$ cat src/hdl/rsc_pkg.sv
// Package with register map, field positions and reset values of the receive control block.
package rsc_pkg;

	// ----------------------------------------
	// Register offsets
	// ----------------------------------------
	localparam logic [3:0] RSC_OFS_STATUS_CONTROL = 4'h0;
	localparam logic [3:0] RSC_OFS_RX_DATA        = 4'h1;
	localparam logic [3:0] RSC_OFS_MODE           = 4'h2;
	localparam logic [3:0] RSC_OFS_IRQ_STATUS     = 4'h3;
	localparam logic [3:0] RSC_OFS_IRQ_MASK       = 4'h4;

	// ----------------------------------------
	// Field positions of receive_status_control
	// ----------------------------------------
	localparam int RSC_BIT_PORT_ENABLE  = 7;
	localparam int RSC_BIT_NINE_BIT     = 6;
	localparam int RSC_BIT_ONE_SHOT     = 5;
	localparam int RSC_BIT_CONTINUOUS   = 4;
	localparam int RSC_BIT_ADDR_DETECT  = 3;
	localparam int RSC_BIT_FRAMING_ERR  = 2;
	localparam int RSC_BIT_OVERRUN_ERR  = 1;
	localparam int RSC_BIT_NINTH_BIT    = 0;

	// ----------------------------------------
	// Field positions of mode and interrupt registers
	// ----------------------------------------
	localparam int RSC_BIT_SYNC_MODE    = 0;
	localparam int RSC_BIT_SYNC_MASTER  = 1;
	localparam int RSC_IRQ_RX_CHAR      = 0;
	localparam int RSC_IRQ_OVERRUN      = 1;
	localparam int RSC_IRQ_FRAMING      = 2;
	localparam int RSC_IRQ_WIDTH        = 3;

	// ----------------------------------------
	// Reset values
	// ----------------------------------------
	localparam logic [7:0] RSC_RST_STATUS_CONTROL = 8'h00;
	localparam logic [1:0] RSC_RST_MODE           = 2'h0;
	localparam logic [2:0] RSC_RST_IRQ_MASK       = 3'h0;

endpackage

$ cat src/hdl/rsc_rx_hold.sv
// Receive buffer holding the character at the head of the receive path.
`timescale 1ns/10ps
module rsc_rx_hold
(
	// Clock and reset
	input  wire logic       clk_sys_i,
	input  wire logic       rst_i,
	// Control
	input  wire logic       load_i,
	input  wire logic       pop_i,
	input  wire logic       clear_i,
	// Character in
	input  wire logic [8:0] char_i,
	input  wire logic       framing_error_flag_i,
	// Buffer view
	output logic            full_o,
	output logic [7:0]      data_o,
	output logic            ninth_o,
	output logic            framing_error_flag_o
);
	import rsc_pkg::*;

	typedef struct packed {
		logic       full;
		logic [8:0] char_val;
		logic       framing_error_flag;
	} rsc_hold_t;

	rsc_hold_t st;
	rsc_hold_t next_st;

	// ----------------------------------------
	// Load and pop
	// ----------------------------------------
	// The value stays after a pop, so flags keep describing it until the next load or clear.
	always_comb
	begin
		next_st = st;
		if (pop_i)
		begin
			next_st.full = 1'b0;
		end
		if (load_i)
		begin
			next_st.full     = 1'b1;
			next_st.char_val = char_i;
			next_st.framing_error_flag     = framing_error_flag_i;
		end
		if (clear_i)
		begin
			next_st = '0;
		end
	end

	always_ff @(posedge clk_sys_i)
	begin
		if (rst_i)
		begin
			st <= '0;
		end
		else
		begin
			st <= next_st;
		end
	end

	assign full_o  = st.full;
	assign data_o  = st.char_val[7:0];
	assign ninth_o = st.char_val[8];
	assign framing_error_flag_o  = st.framing_error_flag;

endmodule

$ cat src/hdl/rsc_receive_control.sv
// Receive control and status logic of a serial port with register access and interrupt.
`timescale 1ns/10ps
module rsc_receive_control
(
	// Clock and reset
	input  wire logic       clk_sys_i,
	input  wire logic       rst_i,
	// Register port
	input  wire logic [3:0] reg_addr_i,
	input  wire logic [7:0] reg_wdata_i,
	input  wire logic       reg_wr_i,
	input  wire logic       reg_rd_i,
	output logic      [7:0] reg_rdata_o,
	// Character from the bit sampler
	input  wire logic       char_valid_i,
	input  wire logic [8:0] char_data_i,
	input  wire logic       char_framing_error_flag_i,
	// Line side control
	output logic            port_pins_o,
	output logic            rx_listen_o,
	output logic            sync_clock_req_o,
	// Interrupt
	output logic            irq_o
);
	import rsc_pkg::*;

	typedef struct packed {
		logic                     serial_port_enable;
		logic                     nine;
		logic                     one_shot_rx_enable;
		logic                     continuous_rx_enable;
		logic                     address_detect_enable;
		logic                     overrun_error_flag;
		logic                     sync_mode;
		logic                     master;
		logic [RSC_IRQ_WIDTH-1:0] irq_stat;
		logic [RSC_IRQ_WIDTH-1:0] irq_mask;
		logic [7:0]               rdata;
	} rsc_state_t;

	rsc_state_t st;
	rsc_state_t next_st;

	logic       rx_enabled;
	logic       addr_pass;
	logic       accept;
	logic       load;
	logic       pop;
	logic       lost;
	logic       port_clear;
	logic       ctrl_wr;
	logic [8:0] char_in;
	logic       hold_full;
	logic [7:0] hold_data;
	logic       hold_ninth;
	logic       hold_framing_error_flag;

	// ----------------------------------------
	// Address decode
	// ----------------------------------------
	function automatic logic hit(input logic [3:0] addr, input logic [3:0] ofs);
		hit = (addr == ofs);
	endfunction

	assign ctrl_wr = reg_wr_i && hit(reg_addr_i, RSC_OFS_STATUS_CONTROL);
	assign pop     = reg_rd_i && hit(reg_addr_i, RSC_OFS_RX_DATA);

	// ----------------------------------------
	// Receive enable and character acceptance
	// ----------------------------------------
	// Async uses only the continuous field; sync master may also use one-shot.
	always_comb
	begin
		if (st.sync_mode)
		begin
			rx_enabled = st.continuous_rx_enable || (st.master && st.one_shot_rx_enable);
		end
		else
		begin
			rx_enabled = st.continuous_rx_enable;
		end
	end

	// Address filtering applies to async nine-bit reception only.
	assign addr_pass  = !(!st.sync_mode && st.nine && st.address_detect_enable) || char_data_i[8];
	assign accept     = st.serial_port_enable && rx_enabled && char_valid_i && !st.overrun_error_flag && addr_pass;
	assign lost       = accept && hold_full && !pop;
	assign load       = accept && !lost;
	assign port_clear = !st.serial_port_enable;
	assign char_in    = {st.nine && char_data_i[8], char_data_i[7:0]};

	rsc_rx_hold u_hold
	(
		.clk_sys_i (clk_sys_i),
		.rst_i     (rst_i),
		.load_i    (load),
		.pop_i     (pop),
		.clear_i   (port_clear),
		.char_i    (char_in),
		.framing_error_flag_i    (char_framing_error_flag_i),
		.full_o    (hold_full),
		.data_o    (hold_data),
		.ninth_o   (hold_ninth),
		.framing_error_flag_o    (hold_framing_error_flag)
	);

	// ----------------------------------------
	// Next state
	// ----------------------------------------
	always_comb
	begin
		next_st = st;
		// Hardware ends a one-shot reception once its character completes.
		if (st.serial_port_enable && st.sync_mode && st.master && st.one_shot_rx_enable && !st.continuous_rx_enable && char_valid_i)
		begin
			next_st.one_shot_rx_enable = 1'b0;
		end
		if (ctrl_wr)
		begin
			next_st.serial_port_enable  = reg_wdata_i[RSC_BIT_PORT_ENABLE];
			next_st.nine  = reg_wdata_i[RSC_BIT_NINE_BIT];
			next_st.one_shot_rx_enable  = reg_wdata_i[RSC_BIT_ONE_SHOT];
			next_st.continuous_rx_enable  = reg_wdata_i[RSC_BIT_CONTINUOUS];
			next_st.address_detect_enable = reg_wdata_i[RSC_BIT_ADDR_DETECT];
			if (!reg_wdata_i[RSC_BIT_CONTINUOUS])
			begin
				next_st.overrun_error_flag = 1'b0;
			end
		end
		if (reg_wr_i && hit(reg_addr_i, RSC_OFS_MODE))
		begin
			next_st.sync_mode = reg_wdata_i[RSC_BIT_SYNC_MODE];
			next_st.master    = reg_wdata_i[RSC_BIT_SYNC_MASTER];
		end
		if (reg_wr_i && hit(reg_addr_i, RSC_OFS_IRQ_MASK))
		begin
			next_st.irq_mask = reg_wdata_i[RSC_IRQ_WIDTH-1:0];
		end
		if (port_clear)
		begin
			next_st.overrun_error_flag = 1'b0;
		end
		// Read data, with read side effects.
		next_st.rdata = 8'h00;
		if (reg_rd_i)
		begin
			unique case (reg_addr_i)
				RSC_OFS_STATUS_CONTROL:
				begin
					next_st.rdata = {st.serial_port_enable, st.nine, st.one_shot_rx_enable, st.continuous_rx_enable, st.address_detect_enable,
						hold_framing_error_flag, st.overrun_error_flag, hold_ninth};
				end
				RSC_OFS_RX_DATA:
				begin
					next_st.rdata = hold_data;
				end
				RSC_OFS_MODE:
				begin
					next_st.rdata = {6'h00, st.master, st.sync_mode};
				end
				RSC_OFS_IRQ_STATUS:
				begin
					next_st.rdata = {5'h00, st.irq_stat};
					next_st.irq_stat = '0;
				end
				RSC_OFS_IRQ_MASK:
				begin
					next_st.rdata = {5'h00, st.irq_mask};
				end
				default:
				begin
					next_st.rdata = 8'h00;
				end
			endcase
		end
		// Events set after any clear, so a set in the clearing cycle survives.
		if (lost)
		begin
			next_st.overrun_error_flag = 1'b1;
			next_st.irq_stat[RSC_IRQ_OVERRUN] = 1'b1;
		end
		if (load)
		begin
			next_st.irq_stat[RSC_IRQ_RX_CHAR] = 1'b1;
			if (char_framing_error_flag_i)
			begin
				next_st.irq_stat[RSC_IRQ_FRAMING] = 1'b1;
			end
		end
	end

	always_ff @(posedge clk_sys_i)
	begin
		if (rst_i)
		begin
			st           <= '0;
			st.serial_port_enable      <= RSC_RST_STATUS_CONTROL[RSC_BIT_PORT_ENABLE];
			st.nine      <= RSC_RST_STATUS_CONTROL[RSC_BIT_NINE_BIT];
			st.one_shot_rx_enable      <= RSC_RST_STATUS_CONTROL[RSC_BIT_ONE_SHOT];
			st.continuous_rx_enable      <= RSC_RST_STATUS_CONTROL[RSC_BIT_CONTINUOUS];
			st.address_detect_enable     <= RSC_RST_STATUS_CONTROL[RSC_BIT_ADDR_DETECT];
			st.sync_mode <= RSC_RST_MODE[RSC_BIT_SYNC_MODE];
			st.master    <= RSC_RST_MODE[RSC_BIT_SYNC_MASTER];
			st.irq_mask  <= RSC_RST_IRQ_MASK;
		end
		else
		begin
			st <= next_st;
		end
	end

	// ----------------------------------------
	// Outputs
	// ----------------------------------------
	assign reg_rdata_o      = st.rdata;
	assign port_pins_o      = st.serial_port_enable;
	assign rx_listen_o      = st.serial_port_enable && rx_enabled && !st.overrun_error_flag;
	assign sync_clock_req_o = st.serial_port_enable && st.sync_mode && st.master && rx_enabled;
	assign irq_o            = |(st.irq_stat & st.irq_mask);

	// Helper signals watched by the assertions.
	logic irq_stat_seen;
	logic serial_port_enable_set;

	assign irq_stat_seen = st.irq_stat[RSC_IRQ_RX_CHAR];
	assign serial_port_enable_set      = ctrl_wr && reg_wdata_i[RSC_BIT_PORT_ENABLE];
endmodule

$ cat config.mk
export PLATFORM = sky130hd
export DESIGN_NAME = rsc_receive_control
export DESIGN_NICKNAME = d
export VERILOG_FILES = /design/src/hdl/rsc_pkg.sv /design/src/hdl/rsc_rx_hold.sv /design/src/hdl/rsc_receive_control.sv
export SDC_FILE = /design/constraint.sdc
export NUM_CORES = 1
export LEC_CHECK = 0
export BUFFER_PORTS_ARGS = -buffer_cell sky130_fd_sc_hd__buf_2
export CORE_ASPECT_RATIO = 1.2
export CORE_MARGIN = 2
export CORE_UTILIZATION = 46
export DETAILED_ROUTE_END_ITERATION = 8
export PLACE_DENSITY_LB_ADDON = 0.08
export SKIP_LAST_GASP = 1
export SLEW_MARGIN = 30
export SYNTH_ARGS = -nofsm -noshare
export SYNTH_HDL_FRONTEND = slang
export SYNTH_SLANG_ARGS = --single-unit
export TNS_END_PERCENT = 30
$ cat constraint.sdc
create_clock -name clk_sys_i -period 1.55 [get_ports clk_sys_i]
set_input_delay 0.0775 -clock clk_sys_i [delete_from_list [all_inputs] [get_ports clk_sys_i]]
set_output_delay 0.0775 -clock clk_sys_i [all_outputs]
set_load 0.005 [all_outputs]
# == After elaboration in Yosys (flattened, before gate mapping) ==
# Cells that the tools add are included.
# op_classes
bitwise_logic,3
reduce_logical,43
n_mux,15
eq_ne,6
# op_table
op,n
8-bit one-hot mux with 5 select lines,1
1-bit logical AND,22
2-bit nonzero test,6
11-bit two-way mux,1
1-bit two-way mux,10
"4-bit by 2-bit equality test with 1-bit output, second input constant",2
1-bit zero test,6
3-bit two-way mux,2
2-bit AND reduction,3
"4-bit by 1-bit equality test with 1-bit output, second input constant",1
"4-bit by 3-bit equality test with 1-bit output, second input constant",1
4-bit zero test,1
4-bit two-way mux,1
2-bit OR reduction,2
3-bit bitwise AND,1
"3-bit by 1-bit inequality test with 1-bit output, second input constant",1
"3-bit by 2-bit inequality test with 1-bit output, second input constant",1
3-bit OR reduction,1
1-bit logical OR,2
1-bit inverter,2
# totals
reg_bits,33
out_inout_bits,12

# == Longest topological paths before layout ==
# Gate-level depths: netlist of the first run.
# depth
word_depth,13
ltp_mapped,6
mapped_depth_nobuf,4

# == Cells and area by module ==
# Synthesis of the first run repeated with hierarchy kept, for this count alone.
# unflattened
cells_unflattened,162
hier_area_um2,1511.4
# modules_own_cells
module,area_per_inst_um2,cells_per_inst,instances,seq_area_each_um2
rsc_receive_control,1109.8,125,1,440.4
rsc_rx_hold,401.6,37,1,220.2

# == Worst setup path before layout of the first run ==
# OpenSTA, ideal clock, no wires.
# synth_timing
path_kind,reg-to-reg
start,register st[15] in the netlist's numbering
end,"register u_hold.st, in the netlist u_hold.data_o[0]"
slack_ns,0.040
path_stages_with_launch,6
required_ns,1.418
n_path_buf,1
setup_ns,0.132
arrival_ns,1.377
path_cell_list,dfxtp_1 > and4bb_1 > or4_4 > buf_6 > o21ai_0 > a21oi_1
# synth_via
elab_chain_len,10
word_cells_on_any_way,14
# synth_rtl
element,line_no,rtl
start: declaration,rsc_receive_control.sv:41,rsc_state_t st;
start signal: assignment,rsc_receive_control.sv:208,st <= next_st;
1-bit zero test,rsc_receive_control.sv:85,assign addr_pass = !(!st.sync_mode && st.nine && st.address_detect_enable) || char_data_i[8];
1-bit logical AND (2 in a row),rsc_receive_control.sv:85,
1-bit zero test,rsc_receive_control.sv:85,
1-bit logical OR,rsc_receive_control.sv:85,
1-bit logical AND *,rsc_receive_control.sv:86,assign accept = st.serial_port_enable && rx_enabled && char_valid_i && !st.overrun_error_flag && addr_pass;
1-bit logical AND (2 in a row),rsc_receive_control.sv:87,assign lost = accept && hold_full && !pop;
1-bit zero test,rsc_receive_control.sv:88,assign load = accept && !lost;
1-bit logical AND *,rsc_receive_control.sv:88,
end signal: assignment,rsc_rx_hold.sv:63,st <= next_st;
end: declaration,rsc_rx_hold.sv:29,rsc_hold_t st;
# Mark *: on every way between the ends. The rest lies on a longest branch, timed or not.
# A chain may end at the register's enable or synchronous reset.

# == Final worst setup path of the first run ==
# layout_timing
start,register st[19] in the netlist's numbering
end,"register u_hold.st, in the netlist u_hold.data_o[6]"
# layout_via
elab_chain_len,11
# layout_rtl
element,line_no,rtl
1-bit logical AND *,rsc_receive_control.sv:76,rx_enabled = st.continuous_rx_enable || (st.master && st.one_shot_rx_enable);
1-bit logical OR *,rsc_receive_control.sv:76,
1-bit two-way mux *,rsc_receive_control.sv:74,if (st.sync_mode)
1-bit logical AND * (4 in a row),rsc_receive_control.sv:86,
1-bit logical AND (2 in a row),rsc_receive_control.sv:87,
1-bit zero test,rsc_receive_control.sv:88,
1-bit logical AND *,rsc_receive_control.sv:88,
# Marks and branches as above.

==> results_dict.tcl, run 1 <==
set metrics [dict create \
    status "complete, no violations" \
    dieHeight_um 66.6 \
    power_density_nw_per_um2 859 \
    grt_pass1_vias 1413 \
    synth_cells 174 \
    die_x_um 56.2 \
    worstSetupPathType "flop to flop" \
    firstDrtPassIters 4 \
    cts_root_buffer "clkbuf_4" \
    clk_pin_slew_worst_paths_ns 0.10 \
    synth_ff_type "dfxtp_1" \
    worst_setup_path_end_kind "flop" \
    detail_route.iter0.violations 77 \
    avgSynthCellArea_um2 8.64 \
    vias 1430 \
    synth_top_area_share_pct 44.0 \
    cp-start-kind "flop" \
    antenna_found_initial 0 \
    start_util_pct 48.7 \
    cts.sinks 33 \
    h-tree-depth 2 \
    seq_area_frac_synth_pct 44.0 \
    clk_latency_ns 0.34 \
    dieArea_um2 3740 \
    dp_hpwl_um 2700 \
    drive_gt1_share_pct 28.1 \
    fin_setup_tns_ns 0 \
    p_leak_nw 0.737 \
    ant_nets 0 \
    wl_per_cell_um 15.1 \
    yosysWarnings 0 \
    max_clock_freq_mhz 664 \
    num-nets-final 250 \
    finClkSkew_ns 0.00490 \
    arrival_ns 1.72 \
    worst_pin_slew_ns 0.406 \
    layout_common_cells "buf_2 (38), dfxtp_1 (31), a21oi_1 (21)" \
    rows 22 \
    period_share_pct 97.1 \
    rsz0062_at_grt "yes" \
    hold_depth 3 \
    grt_max_degree 17 \
    cts_tree "built" \
    synth_edf_count 0 \
    drv_cap 0 \
    setup_viol 0 \
    cts_made_buffers 5 \
    grt_use_total_pct 22.3 \
    viasPerCell 5.50 \
    synth_area_leaders "dfxtp_1 (44%), a21oi_1 (7.3%), mux2i_1 (6.7%)" \
    hold_class "primary input to flop" \
    portBuffers 38 \
    synth_area_um2 1500 \
    drc 0 \
    area_growth_pct 28.6 \
    io-pin-count 39 \
    slew_violations 0 \
    cp_data_required_time_ns 1.77 \
    grt_overflow_total 0 \
    routed_wl_um 3920 \
    core_region_area_um2 3080 \
    layout_commonest_cell "buf_2" \
    yosys.cell_types.count 32 \
    routabilityCongestion 0.857 \
    syn_nets 201 \
    fin_hold_ws_ns 0.00958 \
    period_minus_slack_ns 1.51 \
    hold_viol 0 \
    synth_seq_cells 33 \
    yosys.area.top_type "dfxtp_1" \
    slew_headroom_pct 72.7 \
    clockBufferDepth 2 \
    num_antenna_cells 0 \
    post-cts-setup-buffers 0 \
    reg2reg_depth 4 \
    synthArstFlopShare_pct 0 \
    finish.utilization_pct 62.7 \
    grt_first_pass_wirelength_um 6430 \
    cp_max_fo 11 \
    peakVddDrop_uv 636 \
]
## cell usage after synthesis (all sizes together) (2+ instances only)
master  instances
nand3          18
dfxtp          33
a21oi          22
buf            16
o22a            2
nor4            2
a22oi           6
nand4           3
clkbuf          3
mux2i          10
nand2          15
o21ai          13
nor2           17
## worst max-delay path: stages (launching register included)
cell and delay, ns:
dfxtp_2 0.37, a31oi_1 0.13, or4_4 0.61, o21ai_0 0.18, a21oi_1 0.09
## kinds of logic after synthesis
family	count (synthesis)	synth area share, %
flops	33	44.0
buf+inv	20	8.66
simple gates	63	22.1
compound gates	48	18.7
mux	10	6.66
## state kept, by name (all words and copies together), names as in the netlist
register,count
irq_stat_seen,1
u_hold.full_o,1
port_pins_o,1
reg_rdata_o,8
st,12
u_hold.framing_error_flag_o,1
u_hold.data_o,8
u_hold.ninth_o,1
## where the power goes
part	switching [mW]	internal (mW)	total, mW
combinational	0.0618	0.0649	0.127
sequential	0.00263	0.851	0.853
clock	0.295	0.385	0.680
## stage by stage
stage               setup slack (ns)  instance area, µm²  power [mW]  cells
global placement              0.0702                1670       0.967    237
finish                        0.0442                1930        1.66    260
detailed placement            0.0294                1670       0.968    237
floorplan                     0.0404                1500       0.921    174
global route                 -0.0187                1930        1.72    260
CTS                         -0.00617                1890        1.66    258
## layout make-up
class                      count  area (µm²)
fill                         287        1150
multi-input combinational    121         734
sequential                    33         663
timing repair buffer          61         402
clock buffer                   7        55.1
tap                           36        45.0
clock inverter                 1        30.0
inverter                       1        3.75
## path summary, 6_finish.rpt
check	from	to	slack [ns]
setup / recovery	st[19]	u_hold.data_o[6]	0.04
hold / removal	reg_wdata_i[1]	st[9]	0.01
setup reg to reg	st[19]	u_hold.data_o[6]	0.04
hold reg to reg	st[12]	st[12]	0.49
## routing by layer
| metal | GRT usage, % | routed length, µm | up-vias | part of all wire [%] |
|---|---|---|---|---|
| li1 | - | - | 711 | - |
| met4 | 10.1 | 63 | 0 | 1.6 |
| met1 | 27.9 | 1710 | 659 | 44 |
| met5 | 0 | 0 | - | 0 |
| met2 | 36.2 | 1840 | 53 | 47 |
| met3 | 5.44 | 302 | 7 | 7.7 |
## timing repair
item                                   in CTS  in global routing
endpoints found under the hold margin      13                  1
hold buffers                               13                  1
cloned                                      0                  1
resized for setup                           1                 11
setup endpoints to repair                   2                 13
pin swaps                                   0                  3
(Power assumes the default switching activity.)
==> run 2, diff against run 1 <==
--- a/config.mk
+++ b/config.mk
@@ -8,8 +8,10 @@
 export BUFFER_PORTS_ARGS = -buffer_cell sky130_fd_sc_hd__buf_2
 export CORE_ASPECT_RATIO = 1.2
 export CORE_MARGIN = 2
-export CORE_UTILIZATION = 46
+export CORE_UTILIZATION = 55
+export CTS_BUF_LIST = sky130_fd_sc_hd__clkbuf_4 sky130_fd_sc_hd__clkbuf_8 sky130_fd_sc_hd__clkbuf_16
 export DETAILED_ROUTE_END_ITERATION = 8
+export MAX_ROUTING_LAYER = met4
 export PLACE_DENSITY_LB_ADDON = 0.08
 export SKIP_LAST_GASP = 1
 export SLEW_MARGIN = 30
==> constraint.sdc (replaced) <==
create_clock -name clk_sys_i -period 1.8 [get_ports clk_sys_i]
set_input_delay 0.09 -clock clk_sys_i [delete_from_list [all_inputs] [get_ports clk_sys_i]]
set_output_delay 0.09 -clock clk_sys_i [all_outputs]
set_load 0.005 [all_outputs]
==> results_dict.tcl, run 2 (synthesis gave the netlist of run 1 again) <==
set metrics [dict create \
    grt_first_pass_wirelength_um 5780 \
    grt_overflow_total 0 \
    path_delay_family "simple AND/OR/NAND/NOR gates" \
    ant_nets 0 \
    portBuffers 38 \
    layout.area.seq_um2 661 \
    cp_max_fo 11 \
    largest_register "st" \
    highest_layer "met4" \
    critPathMaxStageDelay_ns 0.55 \
    worst_pin_slew_ns 0.403 \
    cp_data_required_time_ns 2.01 \
    slew_violations 0 \
    viasPerCell 5.65 \
    period_minus_slack_ns 1.62 \
    layout_common_cells "buf_2 (38), dfxtp_1 (33), a21oi_1 (22)" \
    setup_viol 0 \
    dieHeight_um 61.3 \
    die_x_um 51.7 \
    cts_root_buffer "clkbuf_4" \
    cts_made_buffers 5 \
    period_share_pct 89.9 \
    routed_wl_um 3570 \
    fill_cells 216 \
    finClkSkew_ns 0.00923 \
    fin_setup_tns_ns 0 \
    grt_use_total_pct 26.1 \
    grt_max_degree 17 \
    h-tree-depth 2 \
    dr_wl_met2_um 1710 \
    layout_commonest_cell "buf_2" \
    io-pin-count 39 \
    antenna_found_initial 0 \
    area_growth_pct 20.7 \
    path_cells "and4bb_1 -> or4_4 -> o21ai_0 -> a21oi_1" \
    drv_cap 0 \
    path_buf_inv 0 \
    slew_headroom_pct 72.9 \
    crit_slowest_cell "or4_4" \
    rows 20 \
    fin_hold_ws_ns 0.0141 \
    clk_pin_slew_worst_paths_ns 0.10 \
    cts_tree "built" \
    clockBufferDepth 2 \
    core_region_area_um2 2580 \
    worstSetupPathType "flop to flop" \
    wl_met1_um 1580 \
    dp_hpwl_um 2620 \
    total_power_mw 1.27 \
    p_leak_nw 0.691 \
    post-cts-setup-buffers 0 \
    worst_setup_path_end_kind "flop" \
    status "complete, no violations" \
    routabilityCongestion 0.923 \
    power_density_nw_per_um2 699 \
    hold_class "primary input to flop" \
    drc 0 \
    met3_length_um 225 \
    detail_route.iter0.violations 72 \
    num-nets-final 243 \
    rsz0062_at_grt "no" \
    hold_viol 0 \
    start_util_pct 58.3 \
    max_clock_freq_mhz 618 \
    firstDrtPassIters 5 \
    clk_latency_ns 0.33 \
    wl_per_cell_um 14.4 \
    drive_gt1_share_pct 25.0 \
    num_antenna_cells 0 \
    dieArea_um2 3170 \
    cp-start-kind "flop" \
    cts.sinks 33 \
    grt_pass1_vias 1237 \
    multi_input_area_um2 712 \
    vias 1406 \
    peakVddDrop_uv 601 \
    arrival_ns 1.83 \
    largest_reg_flops 12 \
]
## run 2: path summary, 6_finish.rpt
check                        start                to  slack, ns  depth (start not counted)
setup / recovery            st[15]  u_hold.data_o[2]       0.18                          4
hold / removal      reg_wdata_i[0]            st[15]       0.01                          3
setup reg to reg            st[15]  u_hold.data_o[2]       0.18                          4
hold reg to reg   u_hold.data_o[0]    reg_rdata_o[0]       0.48                          2
## run 2: power by group
part           leakage (nW)  switching, mW  internal, mW
registers             0.266        0.00290         0.732
clock network        0.0348          0.234         0.199
logic                 0.391         0.0499        0.0505
total                 0.691          0.287         0.982
## run 2: per-layer routing
metal	global-route usage, %	up-vias
met2	40.7	55
met1	32.4	642
li1	-	702
met3	7.04	7
met4	10.2	0
met5	-	-
## run 2: area by class of cell
class	instances	area share (%)
well taps	33	2.28
clock buffers	7	3.24
multi-input cells	121	39.2
flip-flops and latches	33	36.4
inverters	1	0.207
repair buffers	54	18.6
## run 2: repair_timing
item,in CTS,in global routing
hold buffers,11,0
endpoints found under the hold margin,11,0
gates resized for setup,0,0
## run 2: worst register-to-register path, delay by kind of cell (launching register included)
kind,cells,cell delay (ns)
flops,1,0.42
simple gates,2,0.79
compound gates,2,0.29
## run 2: stage by stage
| step | instances | utilization [%] | worst slack, ns | cell area [µm²] |
|---|---|---|---|---|
| finish | 249 | 70.4 | 0.182 | 1810 |
| global route | 249 | 70.4 | 0.0310 | 1810 |
| CTS | 249 | 70.4 | 0.183 | 1810 |
| detailed placement | 231 | 63.8 | 0.201 | 1650 |
| global placement | 231 | 63.8 | 0.294 | 1650 |
| floorplan | 174 | - | 0.290 | 1500 |
